===== config.mk =====
export PLATFORM = sky130hd
export DESIGN_NAME = evh_event_handler
export DESIGN_NICKNAME = d
export VERILOG_FILES = /design/src/shared/evh_pkg.sv /design/src/shared/evh_evt_if.sv /design/src/hw/evh_event_handler.sv /design/src/hw/evh_sync_edge.sv /design/src/hw/evh_prio_enc.sv
export SDC_FILE = /design/constraint.sdc
export NUM_CORES = 1
export LEC_CHECK = 0
export BUFFER_PORTS_ARGS = -buffer_cell sky130_fd_sc_hd__buf_4
export CAP_MARGIN = 15
export CORE_AREA = 2 2 85 95
export CTS_BUF_LIST = sky130_fd_sc_hd__clkbuf_4 sky130_fd_sc_hd__clkbuf_8
export CTS_CLUSTER_DIAMETER = 100
export DETAILED_ROUTE_END_ITERATION = 10
export DIE_AREA = 0 0 87 97
export HOLD_SLACK_MARGIN = 0.03
export MAX_ROUTING_LAYER = met4
export PLACE_DENSITY = 0.8
export RECOVER_POWER = 100
export SYNTH_ARGS = -nofsm -noshare
export SYNTH_HDL_FRONTEND = slang
export SYNTH_SLANG_ARGS = --single-unit
export TNS_END_PERCENT = 100

===== constraint.sdc =====
create_clock -name ref_clk -period 2.8 [get_ports ref_clk]
set_input_delay 0.56 -clock ref_clk [delete_from_list [all_inputs] [get_ports ref_clk]]
set_output_delay 0.56 -clock ref_clk [all_outputs]
set_load 0.02 [all_outputs]

===== src/shared/evh_pkg.sv =====
// Constants for the event handler: register map, field layout, reset values.
// Assumes a 32-bit Avalon-MM slave port with word addresses and one 25 MHz clock.
package evh_pkg;
    localparam int          EVH_N_SRC       = 8;
    localparam int          EVH_ADDR_W      = 3;
    localparam int          EVH_DATA_W      = 32;
    // Word addresses of the register file
    localparam logic [2:0]  EVH_A_FLAGS     = 3'h0;
    localparam logic [2:0]  EVH_A_ENABLE    = 3'h1;
    localparam logic [2:0]  EVH_A_CODE      = 3'h2;
    localparam logic [2:0]  EVH_A_SUMMARY   = 3'h3;
    localparam logic [2:0]  EVH_A_IRQ_STAT  = 3'h4;
    localparam logic [2:0]  EVH_A_IRQ_MASK  = 3'h5;
    // Field layout
    localparam int          EVH_HI_LSB      = 4;
    localparam int          EVH_HI_MSB      = 7;
    localparam int          EVH_LO_LSB      = 0;
    localparam int          EVH_LO_MSB      = 3;
    localparam int          EVH_SUM_HI_BIT  = 1;
    localparam int          EVH_SUM_LO_BIT  = 0;
    localparam int          EVH_PA_POS1     = 4;
    localparam int          EVH_PA_POS0     = 0;
    // Reset values
    localparam logic [7:0]  EVH_RST_ENABLE  = 8'h00;
    localparam logic [7:0]  EVH_RST_FLAGS   = 8'h00;
    localparam logic [7:0]  EVH_RST_CODE    = 8'hFF;
    localparam logic [7:0]  EVH_NO_EVENT    = 8'hFF;
    localparam logic [1:0]  EVH_RST_SUMMARY = 2'h0;
    localparam logic [7:0]  EVH_RST_MASK    = 8'h00;
    // Timing: sources must hold two clock periods at 25 MHz
    localparam int          EVH_CLK_HZ      = 25000000;
    localparam int          EVH_SYNC_STAGES = 3;
endpackage


===== src/shared/evh_evt_if.sv =====
// Internal carrier between the event handler core and its helpers.
// Assumes all parties share one clock.
`timescale 1ns/1ps
interface evh_evt_if #(
    parameter int N = 8
);
    logic [N-1:0] src_rise;
    logic [N-1:0] flags_next;
    logic [7:0]   next_code;

    modport sync (output src_rise);
    modport prio (input flags_next, output next_code);
    modport core (input src_rise, input next_code, output flags_next);
endinterface


===== src/hw/evh_event_handler.sv =====
// Event handler top: flags, enables, priority code, level summary, interrupt.
// Assumes an Avalon-MM master on the same 25 MHz clock and async sources.
`timescale 1ns/1ps
module evh_event_handler #(
    parameter int N = evh_pkg::EVH_N_SRC
) (
    input  wire logic                          ref_clk,
    input  wire logic                          rst,
    input  wire logic [evh_pkg::EVH_ADDR_W-1:0] avs_address,
    input  wire logic                          avs_read,
    input  wire logic                          avs_write,
    input  wire logic [evh_pkg::EVH_DATA_W-1:0] avs_writedata,
    input  wire logic [3:0]                    avs_byteenable,
    output logic      [evh_pkg::EVH_DATA_W-1:0] avs_readdata,
    output logic                               avs_waitrequest,
    input  wire logic [N-1:0]                  event_sources,
    input  wire logic [1:0]                    port_a_edge_requests,
    output logic                               core_event_level_a,
    output logic                               core_event_level_b,
    output logic                               irq
);
    evh_evt_if #(.N(N)) evt ();

    logic [N-1:0]                   src_all;
    logic [N-1:0]                   pa_map;
    logic [N-1:0]                   event_enable_mask_q;
    logic [N-1:0]                   pending_event_flags_q;
    logic [N-1:0]                   pending_event_flags_d;
    logic [N-1:0]                   set_vec;
    logic [N-1:0]                   clr_vec;
    logic [7:0]                     highest_event_code_q;
    logic                           high_level_pending_q;
    logic                           low_level_pending_q;
    logic [N-1:0]                   irq_status_q;
    logic [N-1:0]                   irq_status_d;
    logic [N-1:0]                   irq_mask_q;
    logic [N-1:0]                   irq_mask_d;
    logic [N-1:0]                   irq_clr_vec;
    logic                           ack_q;
    logic                           req;
    logic                           wr_go;
    logic                           rd_go;
    logic                           lane0;
    logic [evh_pkg::EVH_DATA_W-1:0] rd_mux;
    logic [evh_pkg::EVH_DATA_W-1:0] readdata_q;
    logic                           irq_q;

    // Port A pin requests merge onto their default positions
    always_comb begin
        pa_map                       = '0;
        pa_map[evh_pkg::EVH_PA_POS1] = port_a_edge_requests[1];
        pa_map[evh_pkg::EVH_PA_POS0] = port_a_edge_requests[0];
        src_all                      = event_sources | pa_map;
    end

    evh_sync_edge #(.N(N)) u_sync (
        .ref_clk (ref_clk),
        .rst     (rst),
        .src_in  (src_all),
        .evt     (evt.sync)
    );

    evh_prio_enc #(.N(N)) u_prio (
        .evt (evt.prio)
    );

    // Bus handshake: one wait state on every access.
    // Fixed latency keeps the read mux out of the waitrequest path.
    assign req             = avs_read | avs_write;
    assign avs_waitrequest = req & ~ack_q;
    assign wr_go           = avs_write & ack_q;
    assign rd_go           = avs_read & ~ack_q;
    assign lane0           = avs_byteenable[0];

    always_ff @(posedge ref_clk or posedge rst) begin
        if (rst) begin
            ack_q <= 1'b0;
        end else begin
            ack_q <= req & ~ack_q;
        end
    end

    // Enable mask register
    always_ff @(posedge ref_clk or posedge rst) begin
        if (rst) begin
            event_enable_mask_q <= evh_pkg::EVH_RST_ENABLE;
        end else if (wr_go && lane0 && avs_address == evh_pkg::EVH_A_ENABLE) begin
            event_enable_mask_q <= avs_writedata[N-1:0];
        end
    end

    // Pending flags: set beats a coincident clear
    always_comb begin
        set_vec = evt.src_rise & event_enable_mask_q;
        clr_vec = '0;
        if (wr_go && lane0 && avs_address == evh_pkg::EVH_A_FLAGS) begin
            clr_vec = avs_writedata[N-1:0];
        end
        pending_event_flags_d = (pending_event_flags_q & ~clr_vec) | set_vec;
    end

    assign evt.flags_next = pending_event_flags_d;

    always_ff @(posedge ref_clk or posedge rst) begin
        if (rst) begin
            pending_event_flags_q <= evh_pkg::EVH_RST_FLAGS;
        end else begin
            pending_event_flags_q <= pending_event_flags_d;
        end
    end

    // Code and summary track the flags in the same cycle
    always_ff @(posedge ref_clk or posedge rst) begin
        if (rst) begin
            highest_event_code_q <= evh_pkg::EVH_RST_CODE;
        end else begin
            highest_event_code_q <= evt.next_code;
        end
    end

    always_ff @(posedge ref_clk or posedge rst) begin
        if (rst) begin
            high_level_pending_q <= evh_pkg::EVH_RST_SUMMARY[evh_pkg::EVH_SUM_HI_BIT];
            low_level_pending_q  <= evh_pkg::EVH_RST_SUMMARY[evh_pkg::EVH_SUM_LO_BIT];
        end else begin
            high_level_pending_q <= |pending_event_flags_d[evh_pkg::EVH_HI_MSB:evh_pkg::EVH_HI_LSB];
            low_level_pending_q  <= |pending_event_flags_d[evh_pkg::EVH_LO_MSB:evh_pkg::EVH_LO_LSB];
        end
    end

    // Each group drives one core level, held until its flags clear
    assign core_event_level_a = high_level_pending_q;
    assign core_event_level_b = low_level_pending_q;

    // Interrupt status: sticky, write one to clear, new set wins
    always_comb begin
        irq_clr_vec = '0;
        if (wr_go && lane0 && avs_address == evh_pkg::EVH_A_IRQ_STAT) begin
            irq_clr_vec = avs_writedata[N-1:0];
        end
        irq_status_d = (irq_status_q & ~irq_clr_vec) | set_vec;
    end

    always_ff @(posedge ref_clk or posedge rst) begin
        if (rst) begin
            irq_status_q <= '0;
        end else begin
            irq_status_q <= irq_status_d;
        end
    end

    always_comb begin
        irq_mask_d = irq_mask_q;
        if (wr_go && lane0 && avs_address == evh_pkg::EVH_A_IRQ_MASK) begin
            irq_mask_d = avs_writedata[N-1:0];
        end
    end

    always_ff @(posedge ref_clk or posedge rst) begin
        if (rst) begin
            irq_mask_q <= evh_pkg::EVH_RST_MASK;
        end else begin
            irq_mask_q <= irq_mask_d;
        end
    end

    // Next mask too, so the output never lags a mask write
    always_ff @(posedge ref_clk or posedge rst) begin
        if (rst) begin
            irq_q <= 1'b0;
        end else begin
            irq_q <= |(irq_status_d & irq_mask_d);
        end
    end

    assign irq = irq_q;

    // Read mux; unmapped words read zero
    always_comb begin
        rd_mux = '0;
        if (avs_address == evh_pkg::EVH_A_FLAGS) begin
            rd_mux[N-1:0] = pending_event_flags_q;
        end else if (avs_address == evh_pkg::EVH_A_ENABLE) begin
            rd_mux[N-1:0] = event_enable_mask_q;
        end else if (avs_address == evh_pkg::EVH_A_CODE) begin
            rd_mux[7:0] = highest_event_code_q;
        end else if (avs_address == evh_pkg::EVH_A_SUMMARY) begin
            rd_mux[evh_pkg::EVH_SUM_HI_BIT] = high_level_pending_q;
            rd_mux[evh_pkg::EVH_SUM_LO_BIT] = low_level_pending_q;
        end else if (avs_address == evh_pkg::EVH_A_IRQ_STAT) begin
            rd_mux[N-1:0] = irq_status_q;
        end else if (avs_address == evh_pkg::EVH_A_IRQ_MASK) begin
            rd_mux[N-1:0] = irq_mask_q;
        end
    end

    always_ff @(posedge ref_clk or posedge rst) begin
        if (rst) begin
            readdata_q <= '0;
        end else if (rd_go) begin
            readdata_q <= rd_mux;
        end
    end

    assign avs_readdata = readdata_q;
endmodule


===== src/hw/evh_sync_edge.sv =====
// Three-stage synchroniser and rising edge detector for the event sources.
// Assumes sources are asynchronous and hold at least two clock periods.
`timescale 1ns/1ps
module evh_sync_edge #(
    parameter int N = 8
) (
    input  wire logic         ref_clk,
    input  wire logic         rst,
    input  wire logic [N-1:0] src_in,
    evh_evt_if.sync           evt
);
    logic [N-1:0] s1_q;
    logic [N-1:0] s2_q;
    logic [N-1:0] s3_q;
    logic [N-1:0] level_q;
    logic [N-1:0] rise_q;

    // First stage feeds only the second
    always_ff @(posedge ref_clk or posedge rst) begin
        if (rst) begin
            s1_q <= '0;
            s2_q <= '0;
            s3_q <= '0;
        end else begin
            s1_q <= src_in;
            s2_q <= s1_q;
            s3_q <= s2_q;
        end
    end

    // Accept a change once stages two and three agree
    always_ff @(posedge ref_clk or posedge rst) begin
        if (rst) begin
            level_q <= '0;
            rise_q  <= '0;
        end else begin
            for (int i = 0; i < N; i++) begin
                rise_q[i] <= 1'b0;
                if (s2_q[i] == s3_q[i] && s2_q[i] != level_q[i]) begin
                    level_q[i] <= s2_q[i];
                    rise_q[i]  <= s2_q[i];
                end
            end
        end
    end

    assign evt.src_rise = rise_q;
endmodule


===== src/hw/evh_prio_enc.sv =====
// Highest pending event encoder.
// Assumes next flag vector from the core; result is registered there.
`timescale 1ns/1ps
module evh_prio_enc #(
    parameter int N = 8
) (
    evh_evt_if.prio evt
);
    logic [7:0] code;

    // Ascending scan so the top index wins
    always_comb begin
        code = evh_pkg::EVH_NO_EVENT;
        for (int i = 0; i < N; i++) begin
            if (evt.flags_next[i]) begin
                code = 8'(i);
            end
        end
    end

    assign evt.next_code = code;
endmodule


After elaboration in Yosys (flattened, before gate mapping)

Cells that the tools add are included.
Widths: inputs -> output; s select.

Eq/ne operators: 21
Mux-type cells: 26
Bitwise operators: 14
Reduce and logical (&&, ||, !) cells: 17

Operators by type and width:

| kind               | count |
|---|---|
| $mux 8             | 16 |
| $and 8x8->8        | 4 |
| $not 8->8          | 2 |
| $or 8x8->8         | 2 |
| $logic_and 1x1->1  | 13 |
| $eq 1x1->1         | 8 |
| $mux 1             | 8 |
| $ne 1x1->1         | 8 |
| $or 8x5->8         | 1 |
| $reduce_or 4->1    | 2 |
| $reduce_or 8->1    | 1 |
| $eq 3x2->1 const B | 2 |
| $eq 3x3->1 const B | 2 |
| $mux 6             | 1 |
| $and 1x1->1        | 3 |
| $eq 3x1->1 const B | 1 |
| $logic_not 3->1    | 1 |
| $mux 2             | 1 |
| $not 1->1          | 1 |
| $or 1x1->1         | 1 |

Flip-flop bits (word level): 92
Word-level logic and storage cells: 100

Logic depth before layout (Yosys ltp)

Gate-level depths: netlist of run 1.

Word-level depth: 15
Gate-level depth with buffers: 8
Gate-level depth less buffers: 6

Hierarchy

Synthesis of run 1 repeated with hierarchy kept, for this count alone.

Cells, all modules: 303
Area total of the unflattened synthesis: 3,802.4 um^2

By module, submodules not included:

| module            | times used | cells an instance | area an instance (um^2) | seq. area each (um^2) |
|---|---|---|---|---|
| evh_event_handler | 1          | 228               | 2,513.7                 | 1,311.3 |
| evh_sync_edge     | 1          | 57                | 1,174.9                 | 1,001.0 |
| evh_prio_enc      | 1          | 18                | 113.9                   | 0.0 |

Worst setup path before layout of run 1

No wires, ideal clock.

Kind: input to register
From: input avs_address[2] (netlist bit)
To: register irq_q (netlist: irq)
Arrival: 1.806 ns
Slack: 0.859 ns
Cell stages on the path: 6
Path buffers: 1
Path through: buf_2 nand4_2 nor2_2 mux2_2 a22oi_1 nand4_1

RTL lines:

| element                 | line                     | RTL |
|---|---|---|
| start, declared         | evh_event_handler.sv:9   | `input wire logic [evh_pkg::EVH_ADDR_W-1:0] avs_address,` |
| $eq 3x3->1              | evh_event_handler.sv:154 | `if (wr_go && lane0 && avs_address == evh_pkg::EVH_A_IRQ_MASK) begin` |
| $logic_and 1x1->1       | evh_event_handler.sv:154 |  |
| $mux 8                  | evh_event_handler.sv:154 |  |
| named net irq_mask_d[6] | evh_event_handler.sv:37  | `logic [N-1:0] irq_mask_d;` |
| $and 8x8->8             | evh_event_handler.sv:172 | `irq_q <= \|(irq_status_d & irq_mask_d);` |
| $reduce_or 8->1         | evh_event_handler.sv:172 |  |
| end signal, assigned    | evh_event_handler.sv:172 |  |
| end, declared           | evh_event_handler.sv:46  | `logic irq_q;` |

The timed path passes the listed nets, and every way through them passes these cells.
A chain may end at the register's enable or synchronous reset.

Worst setup path after layout of run 1

From: input avs_address[0] (netlist bit)
To: register irq_q (netlist: irq)

The elaborated chain is that of the path after synthesis.

==> results of run 1 <==
[flip-flops by register name, summed over array words and instances, names as in the netlist, 4 cells and up]
name / flops
avs_readdata: 8
event_enable_mask_q: 8
highest_event_code_q: 4
irq_mask_q: 8
irq_status_q: 8
pending_event_flags_q: 8
u_sync.evt.src_rise: 8
u_sync.level_q: 8
u_sync.s1_q: 8
u_sync.s2_q: 8
u_sync.s3_q: 8
[through the flow]
stage | util | total power, mW | setup slack (ns) | area, um2 | cells
after detailed placement | 0.532 | 2.09 | 0.228 | 3930 | 427
after CTS | 0.560 | 2.98 | 0.557 | 4140 | 442
final | 0.547 | 2.90 | 0.418 | 4040 | 442
after global routing | 0.547 | 3.07 | 0.262 | 4040 | 442
after floorplan | - | 1.94 | 0.859 | 3740 | 332
after global placement | 0.532 | 2.06 | 0.268 | 3930 | 427
[kinds of logic (layout without fill, tap and decap cells)]
group | after synthesis | in the layout | synth area share
other cells | 1 | 24 | 0.00103
compound gates | 64 | 64 | 0.104
mux | 23 | 23 | 0.0755
simple gates | 85 | 85 | 0.128
fa+ha+maj | 4 | 4 | 0.0110
flops | 88 | 88 | 0.605
buf+inv | 44 | 67 | 0.0755
[power breakdown]
group          total, mW  switching, mW  internal (mW)
Combinational      0.479          0.300          0.179
Clock              0.883          0.406          0.478
Sequential          1.54         0.0916           1.45
Total               2.90          0.798           2.10
[layout by cell type (no fill, tap or decap), types with 5 or more instances in the layout]
master / count
sky130_fd_sc_hd__a21oi_1: 20
sky130_fd_sc_hd__buf_4: 16
sky130_fd_sc_hd__clkbuf_1: 14
sky130_fd_sc_hd__clkbuf_4: 10
sky130_fd_sc_hd__clkbuf_8: 12
sky130_fd_sc_hd__conb_1: 24
sky130_fd_sc_hd__dfrtp_1: 84
sky130_fd_sc_hd__inv_1: 7
sky130_fd_sc_hd__mux2_1: 6
sky130_fd_sc_hd__mux2_2: 10
sky130_fd_sc_hd__mux2i_1: 5
sky130_fd_sc_hd__nand2_1: 41
sky130_fd_sc_hd__nor2_1: 18
sky130_fd_sc_hd__o21ai_0: 24
sky130_fd_sc_hd__or3b_1: 8
[synthesized netlist by cell type, drive strengths merged (4+ instances only)]
cell / n / share of area
a311o: 4 / 0.011
buf: 30 / 0.061
o21ai: 27 / 0.038
or3b: 8 / 0.019
maj3: 4 / 0.011
inv: 11 / 0.011
mux2i: 5 / 0.014
mux2: 16 / 0.049
and2: 4 / 0.0072
dfstp: 4 / 0.029
a22oi: 4 / 0.0082
a21oi: 20 / 0.027
nand2: 42 / 0.044
dfrtp: 84 / 0.58
nor2: 18 / 0.020
[final cells by class]
class                      count  area share
tap                           87      0.0269
timing repair buffer          41      0.0625
clock buffer                  12      0.0409
inverter                      11      0.0105
sequential                    88       0.546
clock inverter                 3     0.00991
multi-input combinational    200       0.303
[metal layers]
| layer | GRT usage | up-vias | wire length, um |
|---|---|---|---|
| met5 | - | - | 0 |
| met4 | 0.0877 | 0 | 85 |
| met3 | 0.0418 | 6 | 391 |
| met2 | 0.262 | 79 | 3330 |
| met1 | 0.215 | 1126 | 2820 |
| li1 | - | 1099 | - |
[worst reg2reg max path, stage by stage (launching register included)]
cell and delay (ns):
sky130_fd_sc_hd__dfrtp_1 0.43, sky130_fd_sc_hd__nand4_2 0.15, sky130_fd_sc_hd__nor2_1 0.66, sky130_fd_sc_hd__mux2_1 0.41, sky130_fd_sc_hd__a22oi_1 0.28, sky130_fd_sc_hd__nand4_1 0.16
[worst paths after layout]
check,start,endpoint,slack (ns),depth (start not counted)
min reg2reg,u_sync.s1_q[6]$_DFF_PP0_,u_sync.s2_q[6]$_DFF_PP0_,0.35,0
max reg2reg,ack_q$_DFF_PP0_,irq$_DFF_PP0_,0.56,5
min in group ref_clk,event_sources[7],u_sync.s1_q[7]$_DFF_PP0_,0.34,1
max,avs_address[0],irq$_DFF_PP0_,0.42,6
min,rst,event_enable_mask_q[5]$_DFFE_PP0P_,0.34,2
max in group asynchronous,rst,u_sync.evt.src_rise[3]$_DFF_PP0_,0.77,3
==> flow_metrics.env, run 1 <==
export IMPL_postSynthRegisterBits=88
export IMPL_synth_enable_flop_cells=0
export IMPL_yosys_warnings=0
export IMPL_area_growth_pct=10.8
export IMPL_report_final_setup_viol=0
export IMPL_detail_route_wirelength_mm=6.63
export IMPL_post_cts_resized=0
export IMPL_floorplan_rows=33
export IMPL_critPathMaxStageDelay_ns=0.68
export IMPL_postCtsSetupRepairBufs=0
export IMPL_placeableCoreArea_um2=7390
export IMPL_critPathBufInv=1
export IMPL_overall_die_area_um2=8440
export IMPL_async_flop_share=1.00
export IMPL_power_density_nw_per_um2=718
export IMPL_total_leakage_power_nw=1.78
export IMPL_worst_endpoint_required_ns=2.99
export IMPL_cp_top_family="simple AND/OR/NAND/NOR gates"
export IMPL_status="complete, no violations"
export IMPL_cts_root_buf="sky130_fd_sc_hd__clkbuf_8"
export IMPL_synthesis_instances=309
export IMPL_worst_setup_path_start_kind="input pin"
export IMPL_fill_cells=639
export IMPL_cp_arrival_ns=2.58
export IMPL_dpl_hpwl_mm=4.69
export IMPL_timing_final_hold_violations=0
export IMPL_clk_transition_reported_paths_ns=0.08
export IMPL_drt_iter0_markers=195
export IMPL_wire_length_of_the_first_global_routing_pass_mm=10.9
export IMPL_drc=0
export IMPL_clockBufferDepth=2
export IMPL_sinks_on_clock_net=88
export IMPL_fin_nets=404
export IMPL_timing_critical_path_slowest_stage_cell="sky130_fd_sc_hd__nor2_1"
export IMPL_htree_num_levels=3
export IMPL_clk_latency_ns=0.34
export IMPL_setup_tns_ns=0
export IMPL_die_y_um=97
export IMPL_placement_io_buffers=37
export IMPL_via_per_inst=5.23
export IMPL_predominant_post_synthesis_flop_cell="sky130_fd_sc_hd__dfrtp_1"
export IMPL_critical_path_max_fanout=31
export IMPL_tritoncts="yes"
export IMPL_grt_setup_unrepaired="no"
export IMPL_final_max_slew_viol_count=0
export IMPL_chipWidth_um=87
export IMPL_worst_supply_voltage_drop_on_vdd_uv=379
export IMPL_finalCritPeriodShare=0.851
export IMPL_multi_input_comb_area_um2=1220
export IMPL_post_synth_instance_area_um2=3650
export IMPL_wl_per_cell_um=15.0
export IMPL_cts_buffers_inserted=9
export IMPL_maxClockFrequency_mhz=420
export IMPL_worst_setup_path_end_kind="flop"
export IMPL_cap_violations=0
export IMPL_grt_overflow_total=0
export IMPL_antenna_found_initial=0
export IMPL_tightest_slew_ns=1.38
export IMPL_ios=89
export IMPL_first_global_vias=2284
export IMPL_post_cts_hold_buffer_count=0
export IMPL_worst_hold_path_type="input pin to async pin"
export IMPL_start_util=0.493
export IMPL_synth_sequential_area_ratio=0.605
export IMPL_grt_use_total=0.173
export IMPL_criticalPathCategory="input pin to flop"
export IMPL_skew_ns=0.00740
export IMPL_ant_nets=0
export IMPL_antennaDiodeCount=0
export IMPL_period_needed_ns=2.38
export IMPL_vias=2310
export IMPL_layout_drive_gt1_share=0.192
export IMPL_grt_max_degree=44
export IMPL_gp_congestion=0.868
export IMPL_area_of_all_sequential_standard_cells_um2=2210
export IMPL_hold_worst_slack_ns=0.336
export IMPL_max_slew_headroom_at_the_worst_pin=0.0801
export IMPL_post_synth_cell_area_avg_um2=11.8
export IMPL_cp_cell_instances="buf_4, nand2b_1, nor2_1, mux2_1, a22oi_1, nand4_1"
export IMPL_firstDrtPassIters=4
export IMPL_post_synth_num_cell_types=41
Power figures use the tool's default switching activity.
==> run 2, diff against run 1 <==
--- a/config.mk
+++ b/config.mk
@@ -7,14 +7,16 @@
 export LEC_CHECK = 0
 export BUFFER_PORTS_ARGS = -buffer_cell sky130_fd_sc_hd__buf_4
 export CAP_MARGIN = 15
-export CORE_AREA = 2 2 85 95
+export CELL_PAD_IN_SITES_DETAIL_PLACEMENT = 1
+export CELL_PAD_IN_SITES_GLOBAL_PLACEMENT = 1
+export CORE_AREA = 2 2 96 107
 export CTS_BUF_LIST = sky130_fd_sc_hd__clkbuf_4 sky130_fd_sc_hd__clkbuf_8
 export CTS_CLUSTER_DIAMETER = 100
 export DETAILED_ROUTE_END_ITERATION = 10
-export DIE_AREA = 0 0 87 97
+export DIE_AREA = 0 0 98 109
 export HOLD_SLACK_MARGIN = 0.03
 export MAX_ROUTING_LAYER = met4
-export PLACE_DENSITY = 0.8
+export PLACE_DENSITY = 0.79
 export RECOVER_POWER = 100
 export SYNTH_ARGS = -nofsm -noshare
 export SYNTH_HDL_FRONTEND = slang
==> run 2 against run 1 <==
Against the previous run:
- first-iteration DRC count decreased by 56%
- clock power increased by 11%
- global-route usage shrank 1.2 points
- final cell count rose by 7.7%
- core utilization down 12 points
- count of clock-buffer cells in the layout down 1
- non-clock buffer count did not move
- combinational power is 1% higher
- critical path depth is 2 higher
==> flow_metrics.env, run 2 (synthesis results as in run 1) <==
export IMPL_cts_root_buf="sky130_fd_sc_hd__clkbuf_8"
export IMPL_total_leakage_power_nw=1.79
export IMPL_layout_commonest_cell="sky130_fd_sc_hd__dfrtp_1"
export IMPL_timing_critical_path_slowest_stage_cell="sky130_fd_sc_hd__or3b_1"
export IMPL_grt_setup_unrepaired="no"
export IMPL_start_util=0.378
export IMPL_period_needed_ns=2.28
export IMPL_chipWidth_um=98
export IMPL_setup_tns_ns=0
export IMPL_drc=0
export IMPL_clk_latency_ns=0.36
export IMPL_multi_input_comb_area_um2=1220
export IMPL_ant_nets=0
export IMPL_cp_cell_instances="clkbuf_1, clkbuf_1, or3b_1, o21ai_0, and2_0, inv_2, nor4_1, and2_0"
export IMPL_cp_arrival_ns=2.58
export IMPL_worst_endpoint_required_ns=3.10
export IMPL_worst_setup_path_start_kind="input pin"
export IMPL_worst_hold_path_type="input pin to flop"
export IMPL_wire_length_of_the_first_global_routing_pass_mm=12.9
export IMPL_grt_max_degree=65
export IMPL_firstDrtPassIters=4
export IMPL_drt_iter0_markers=86
export IMPL_dpl_hpwl_mm=5.22
export IMPL_via_per_inst=5.03
export IMPL_vias=2394
export IMPL_report_final_setup_viol=0
export IMPL_grt_use_total=0.161
export IMPL_placement_io_buffers=37
export IMPL_antenna_found_initial=0
export IMPL_overall_die_area_um2=10700
export IMPL_area_growth_pct=12.9
export IMPL_finalCritPeriodShare=0.814
export IMPL_postCtsSetupRepairBufs=0
export IMPL_htree_num_levels=3
export IMPL_fin_nets=404
export IMPL_tritoncts="yes"
export IMPL_worst_supply_voltage_drop_on_vdd_uv=273
export IMPL_tightest_slew_ns=1.17
export IMPL_clk_transition_reported_paths_ns=0.09
export IMPL_cp_top_family="simple AND/OR/NAND/NOR gates"
export IMPL_detail_route_wirelength_mm=7.61
export IMPL_critical_path_max_fanout=18
export IMPL_worst_r2r_startpoint="ack_q$_DFF_PP0_"
export IMPL_cts_buffers_inserted=9
export IMPL_ios=89
export IMPL_critPathBufInv=3
export IMPL_hp_start="event_sources[2]"
export IMPL_area_of_all_sequential_standard_cells_um2=2210
export IMPL_cap_violations=0
export IMPL_clockBufferDepth=2
export IMPL_sinks_on_clock_net=88
export IMPL_floorplan_rows=38
export IMPL_worst_setup_path_startpoint="avs_address[1]"
export IMPL_post_cts_resized=0
export IMPL_wl_per_cell_um=16.0
export IMPL_mostFrequentLayoutCells="sky130_fd_sc_hd__dfrtp_1 (84), sky130_fd_sc_hd__nand2_1 (41), sky130_fd_sc_hd__o21ai_0 (25), sky130_fd_sc_hd__conb_1 (24), sky130_fd_sc_hd__a21oi_1 (20)"
export IMPL_skew_ns=0.00718
export IMPL_hold_worst_slack_ns=0.325
export IMPL_critPathMaxStageDelay_ns=0.50
export IMPL_cp_depth=8
export IMPL_timing_final_ws_setup_ns=0.520
export IMPL_gp_congestion=0.821
export IMPL_post_cts_hold_buffer_count=0
export IMPL_maxClockFrequency_mhz=439
export IMPL_status="complete, no violations"
export IMPL_antennaDiodeCount=0
export IMPL_layout_drive_gt1_share=0.199
export IMPL_grt_overflow_total=0
export IMPL_max_slew_headroom_at_the_worst_pin=0.217
export IMPL_hold_path_cell_count=1
export IMPL_worst_r2r_path_depth=6
export IMPL_fin_util=0.427
export IMPL_fill_cells=1050
export IMPL_fin_total_pwr_mw=3.00
export IMPL_die_y_um=109
export IMPL_final_max_slew_viol_count=0
export IMPL_first_global_vias=2574
export IMPL_timing_final_hold_violations=0
export IMPL_detailedPlace_worstSlack_ns=0.310
export IMPL_worst_setup_path_end_kind="flop"
export IMPL_placeableCoreArea_um2=9650
export IMPL_power_density_nw_per_um2=730
export IMPL_criticalPathCategory="input pin to flop"
[run 2: through the flow]
stage	std cells	area [um2]
floorplan	332	3740
global placement	460	3970
detailed placement	460	3970
CTS	476	4200
global route	476	4120
finish	476	4120
[run 2: power breakdown]
part | switching (mW) | internal [mW]
registers | 0.0937 | 1.45
clock network | 0.445 | 0.535
logic | 0.302 | 0.182
total | 0.841 | 2.16
[run 2: cell type report]
cell class,count,share of cell area
flip-flops and latches,88,0.536
multi-input cells,200,0.297
repair buffers,41,0.0650
well taps,120,0.0365
clock buffers,11,0.0352
clock inverters,5,0.0194
inverters,11,0.0103
[run 2: final timing paths]
check | endpoint | slack, ns
max | highest_event_code_q[6]$_DFF_PP1_ | 0.52
min | u_sync.s1_q[2]$_DFF_PP0_ | 0.33
max reg2reg | irq$_DFF_PP0_ | 0.74
min reg2reg | u_sync.s2_q[6]$_DFF_PP0_ | 0.35
max in group asynchronous | highest_event_code_q[1]$_DFF_PP1_ | 1.47
min in group asynchronous | u_sync.s1_q[5]$_DFF_PP0_ | 0.43
[run 2: per-layer routing]
metal,share of wire,track usage,up-vias
li1,-,-,1106
met2,0.50,0.264,56
met3,0.047,0.0269,10
met1,0.43,0.197,1222
met4,0.018,0.0714,0
met5,0,-,-
==> run 3, diff against run 2 <==
==> constraint.sdc (replaced) <==
create_clock -name ref_clk -period 1.9 [get_ports ref_clk]
set_input_delay 0.38 -clock ref_clk [delete_from_list [all_inputs] [get_ports ref_clk]]
set_output_delay 0.38 -clock ref_clk [all_outputs]
set_load 0.02 [all_outputs]
==> run 3 against run 2 <==
Against the previous run:
- sequential power grew 47%
- largest cell class unchanged
- highest routed layer unchanged
- die area unchanged
- combinational power increased by 55%
==> flow_metrics.env, run 3 (synthesis results as in run 1) <==
export IMPL_status="complete, no violations"
export IMPL_dpl_hpwl_mm=5.51
export IMPL_vias=2385
export IMPL_mostFrequentLayoutCells="sky130_fd_sc_hd__dfrtp_1 (84), sky130_fd_sc_hd__nand2_1 (41), sky130_fd_sc_hd__buf_4 (28), sky130_fd_sc_hd__o21ai_0 (24), sky130_fd_sc_hd__conb_1 (24)"
export IMPL_placement_io_buffers=37
export IMPL_timing_critical_path_slowest_stage_cell="sky130_fd_sc_hd__dfrtp_1"
export IMPL_ios=89
export IMPL_start_util=0.378
export IMPL_firstDrtPassIters=4
export IMPL_drc=0
export IMPL_worst_setup_path_end_kind="flop"
export IMPL_sinks_on_clock_net=88
export IMPL_ant_nets=0
export IMPL_cp_cell_instances="buf_4, nand4b_4, o21ai_0, and2_1, inv_2, nor4_4, and2_1"
export IMPL_max_slew_headroom_at_the_worst_pin=0.216
export IMPL_global_routing_usage_on_met1=0.191
export IMPL_grt_overflow_total=0
export IMPL_postCtsSetupRepairBufs=0
export IMPL_overall_die_area_um2=10700
export IMPL_antenna_found_initial=0
export IMPL_die_y_um=109
export IMPL_power_density_nw_per_um2=1000
export IMPL_worst_endpoint_required_ns=2.21
export IMPL_grt_busiest_layer="met2"
export IMPL_wl_per_cell_um=15.7
export IMPL_grt_max_degree=89
export IMPL_cts_buffers_inserted=9
export IMPL_clockBufferDepth=2
export IMPL_final_cell_count_without_fillers=490
export IMPL_drt_iter0_markers=110
export IMPL_critPathMaxStageDelay_ns=0.38
export IMPL_fin_total_pwr_mw=4.22
export IMPL_cp_arrival_ns=2.08
export IMPL_chipWidth_um=98
export IMPL_floorplan_rows=38
export IMPL_gp_congestion=0.869
export IMPL_cap_violations=0
export IMPL_maxClockFrequency_mhz=565
export IMPL_criticalPathCategory="flop to flop"
export IMPL_worst_hold_path_type="input pin to flop"
export IMPL_timing_final_hold_violations=0
export IMPL_post_cts_resized=0
export IMPL_wire_length_of_the_first_global_routing_pass_mm=12.8
export IMPL_period_needed_ns=1.77
export IMPL_grt_use_total=0.163
export IMPL_worst_supply_voltage_drop_on_vdd_uv=412
export IMPL_clk_latency_ns=0.37
export IMPL_report_final_setup_viol=0
export IMPL_area_growth_pct=15.3
export IMPL_post_cts_hold_buffer_count=0
export IMPL_layout_drive_gt1_share=0.238
export IMPL_antennaDiodeCount=0
export IMPL_cp_top_family="simple AND/OR/NAND/NOR gates"
export IMPL_detail_route_wirelength_mm=7.72
export IMPL_grt_util_met3=0.0372
export IMPL_placeableCoreArea_um2=9650
export IMPL_first_global_vias=2568
export IMPL_htree_num_levels=3
export IMPL_critical_path_max_fanout=9
export IMPL_fin_nets=418
export IMPL_critPathBufInv=2
export IMPL_numPlacedInstances=474
export IMPL_tightest_slew_ns=1.18
export IMPL_final_max_slew_viol_count=0
export IMPL_total_leakage_power_nw=1.85
export IMPL_via_per_inst=4.87
export IMPL_grt_setup_unrepaired="no"
export IMPL_setup_tns_ns=0
export IMPL_crit_top_cell="sky130_fd_sc_hd__and2_1"
export IMPL_skew_ns=0.0134
export IMPL_tritoncts="yes"
export IMPL_grtUsageMet2=0.265
export IMPL_clk_transition_reported_paths_ns=0.09
export IMPL_cts_root_buf="sky130_fd_sc_hd__clkbuf_8"
export IMPL_layout_commonest_cell="sky130_fd_sc_hd__dfrtp_1"
export IMPL_worst_setup_path_start_kind="flop"
export IMPL_finalCritPeriodShare=0.931
[run 3: path summary, 6_finish.rpt]
| path | start | end | slack (ns) | cells after the start |
|---|---|---|---|---|
| worst max-delay path | ack_q$_DFF_PP0_ | highest_event_code_q[6]$_DFF_PP1_ | 0.13 | 7 |
| worst min-delay path | event_sources[1] | u_sync.s1_q[1]$_DFF_PP0_ | 0.13 | 1 |
| worst max register to register | ack_q$_DFF_PP0_ | highest_event_code_q[6]$_DFF_PP1_ | 0.13 | 7 |
| worst min register to register | u_sync.s1_q[6]$_DFF_PP0_ | u_sync.s2_q[6]$_DFF_PP0_ | 0.35 | 0 |
| max in group asynchronous | rst | u_sync.s1_q[6]$_DFF_PP0_ | 0.72 | 3 |
| min in group asynchronous | rst | u_sync.s1_q[3]$_DFF_PP0_ | 0.44 | 3 |
[run 3: stage by stage]
stage	utilization	hold slack (ns)	area, um2	worst slack, ns
global placement	0.425	0.332	4100	-0.0234
global route	0.436	0.108	4210	0.0259
detailed placement	0.425	0.336	4100	-0.0809
CTS	0.444	0.0919	4280	0.0927
floorplan	-	0.331	3740	0.139
finish	0.436	0.135	4210	0.131
[run 3: final cells by class]
cell class	count	area, um2
sequential	88	2210
clock inverter	6	43.8
timing repair buffer	55	383
tap	120	150
clock buffer	10	138
inverter	11	42.5
multi-input combinational	200	1240
fill	1080	5450
[run 3: where the power goes]
| group | leakage (nW) | switching, mW | internal, mW |
|---|---|---|---|
| logic | 0.738 | 0.463 | 0.289 |
| clock network | 0.0926 | 0.684 | 0.515 |
| registers | 1.02 | 0.137 | 2.13 |
[run 3: routing by layer]
layer	up-vias	wire [um]
met1	1179	3330
li1	1133	-
met5	-	0
met2	58	3820
met4	0	213
met3	15	353
[run 3: worst reg2reg max path: cells and delay by family, from the launching register on]
kind                   cells  cell delay [ns]
AOI/OAI and AO/OA          1             0.25
buffers and inverters      2             0.21
DFF                        1             0.38
and+or+nand+nor            4             0.87
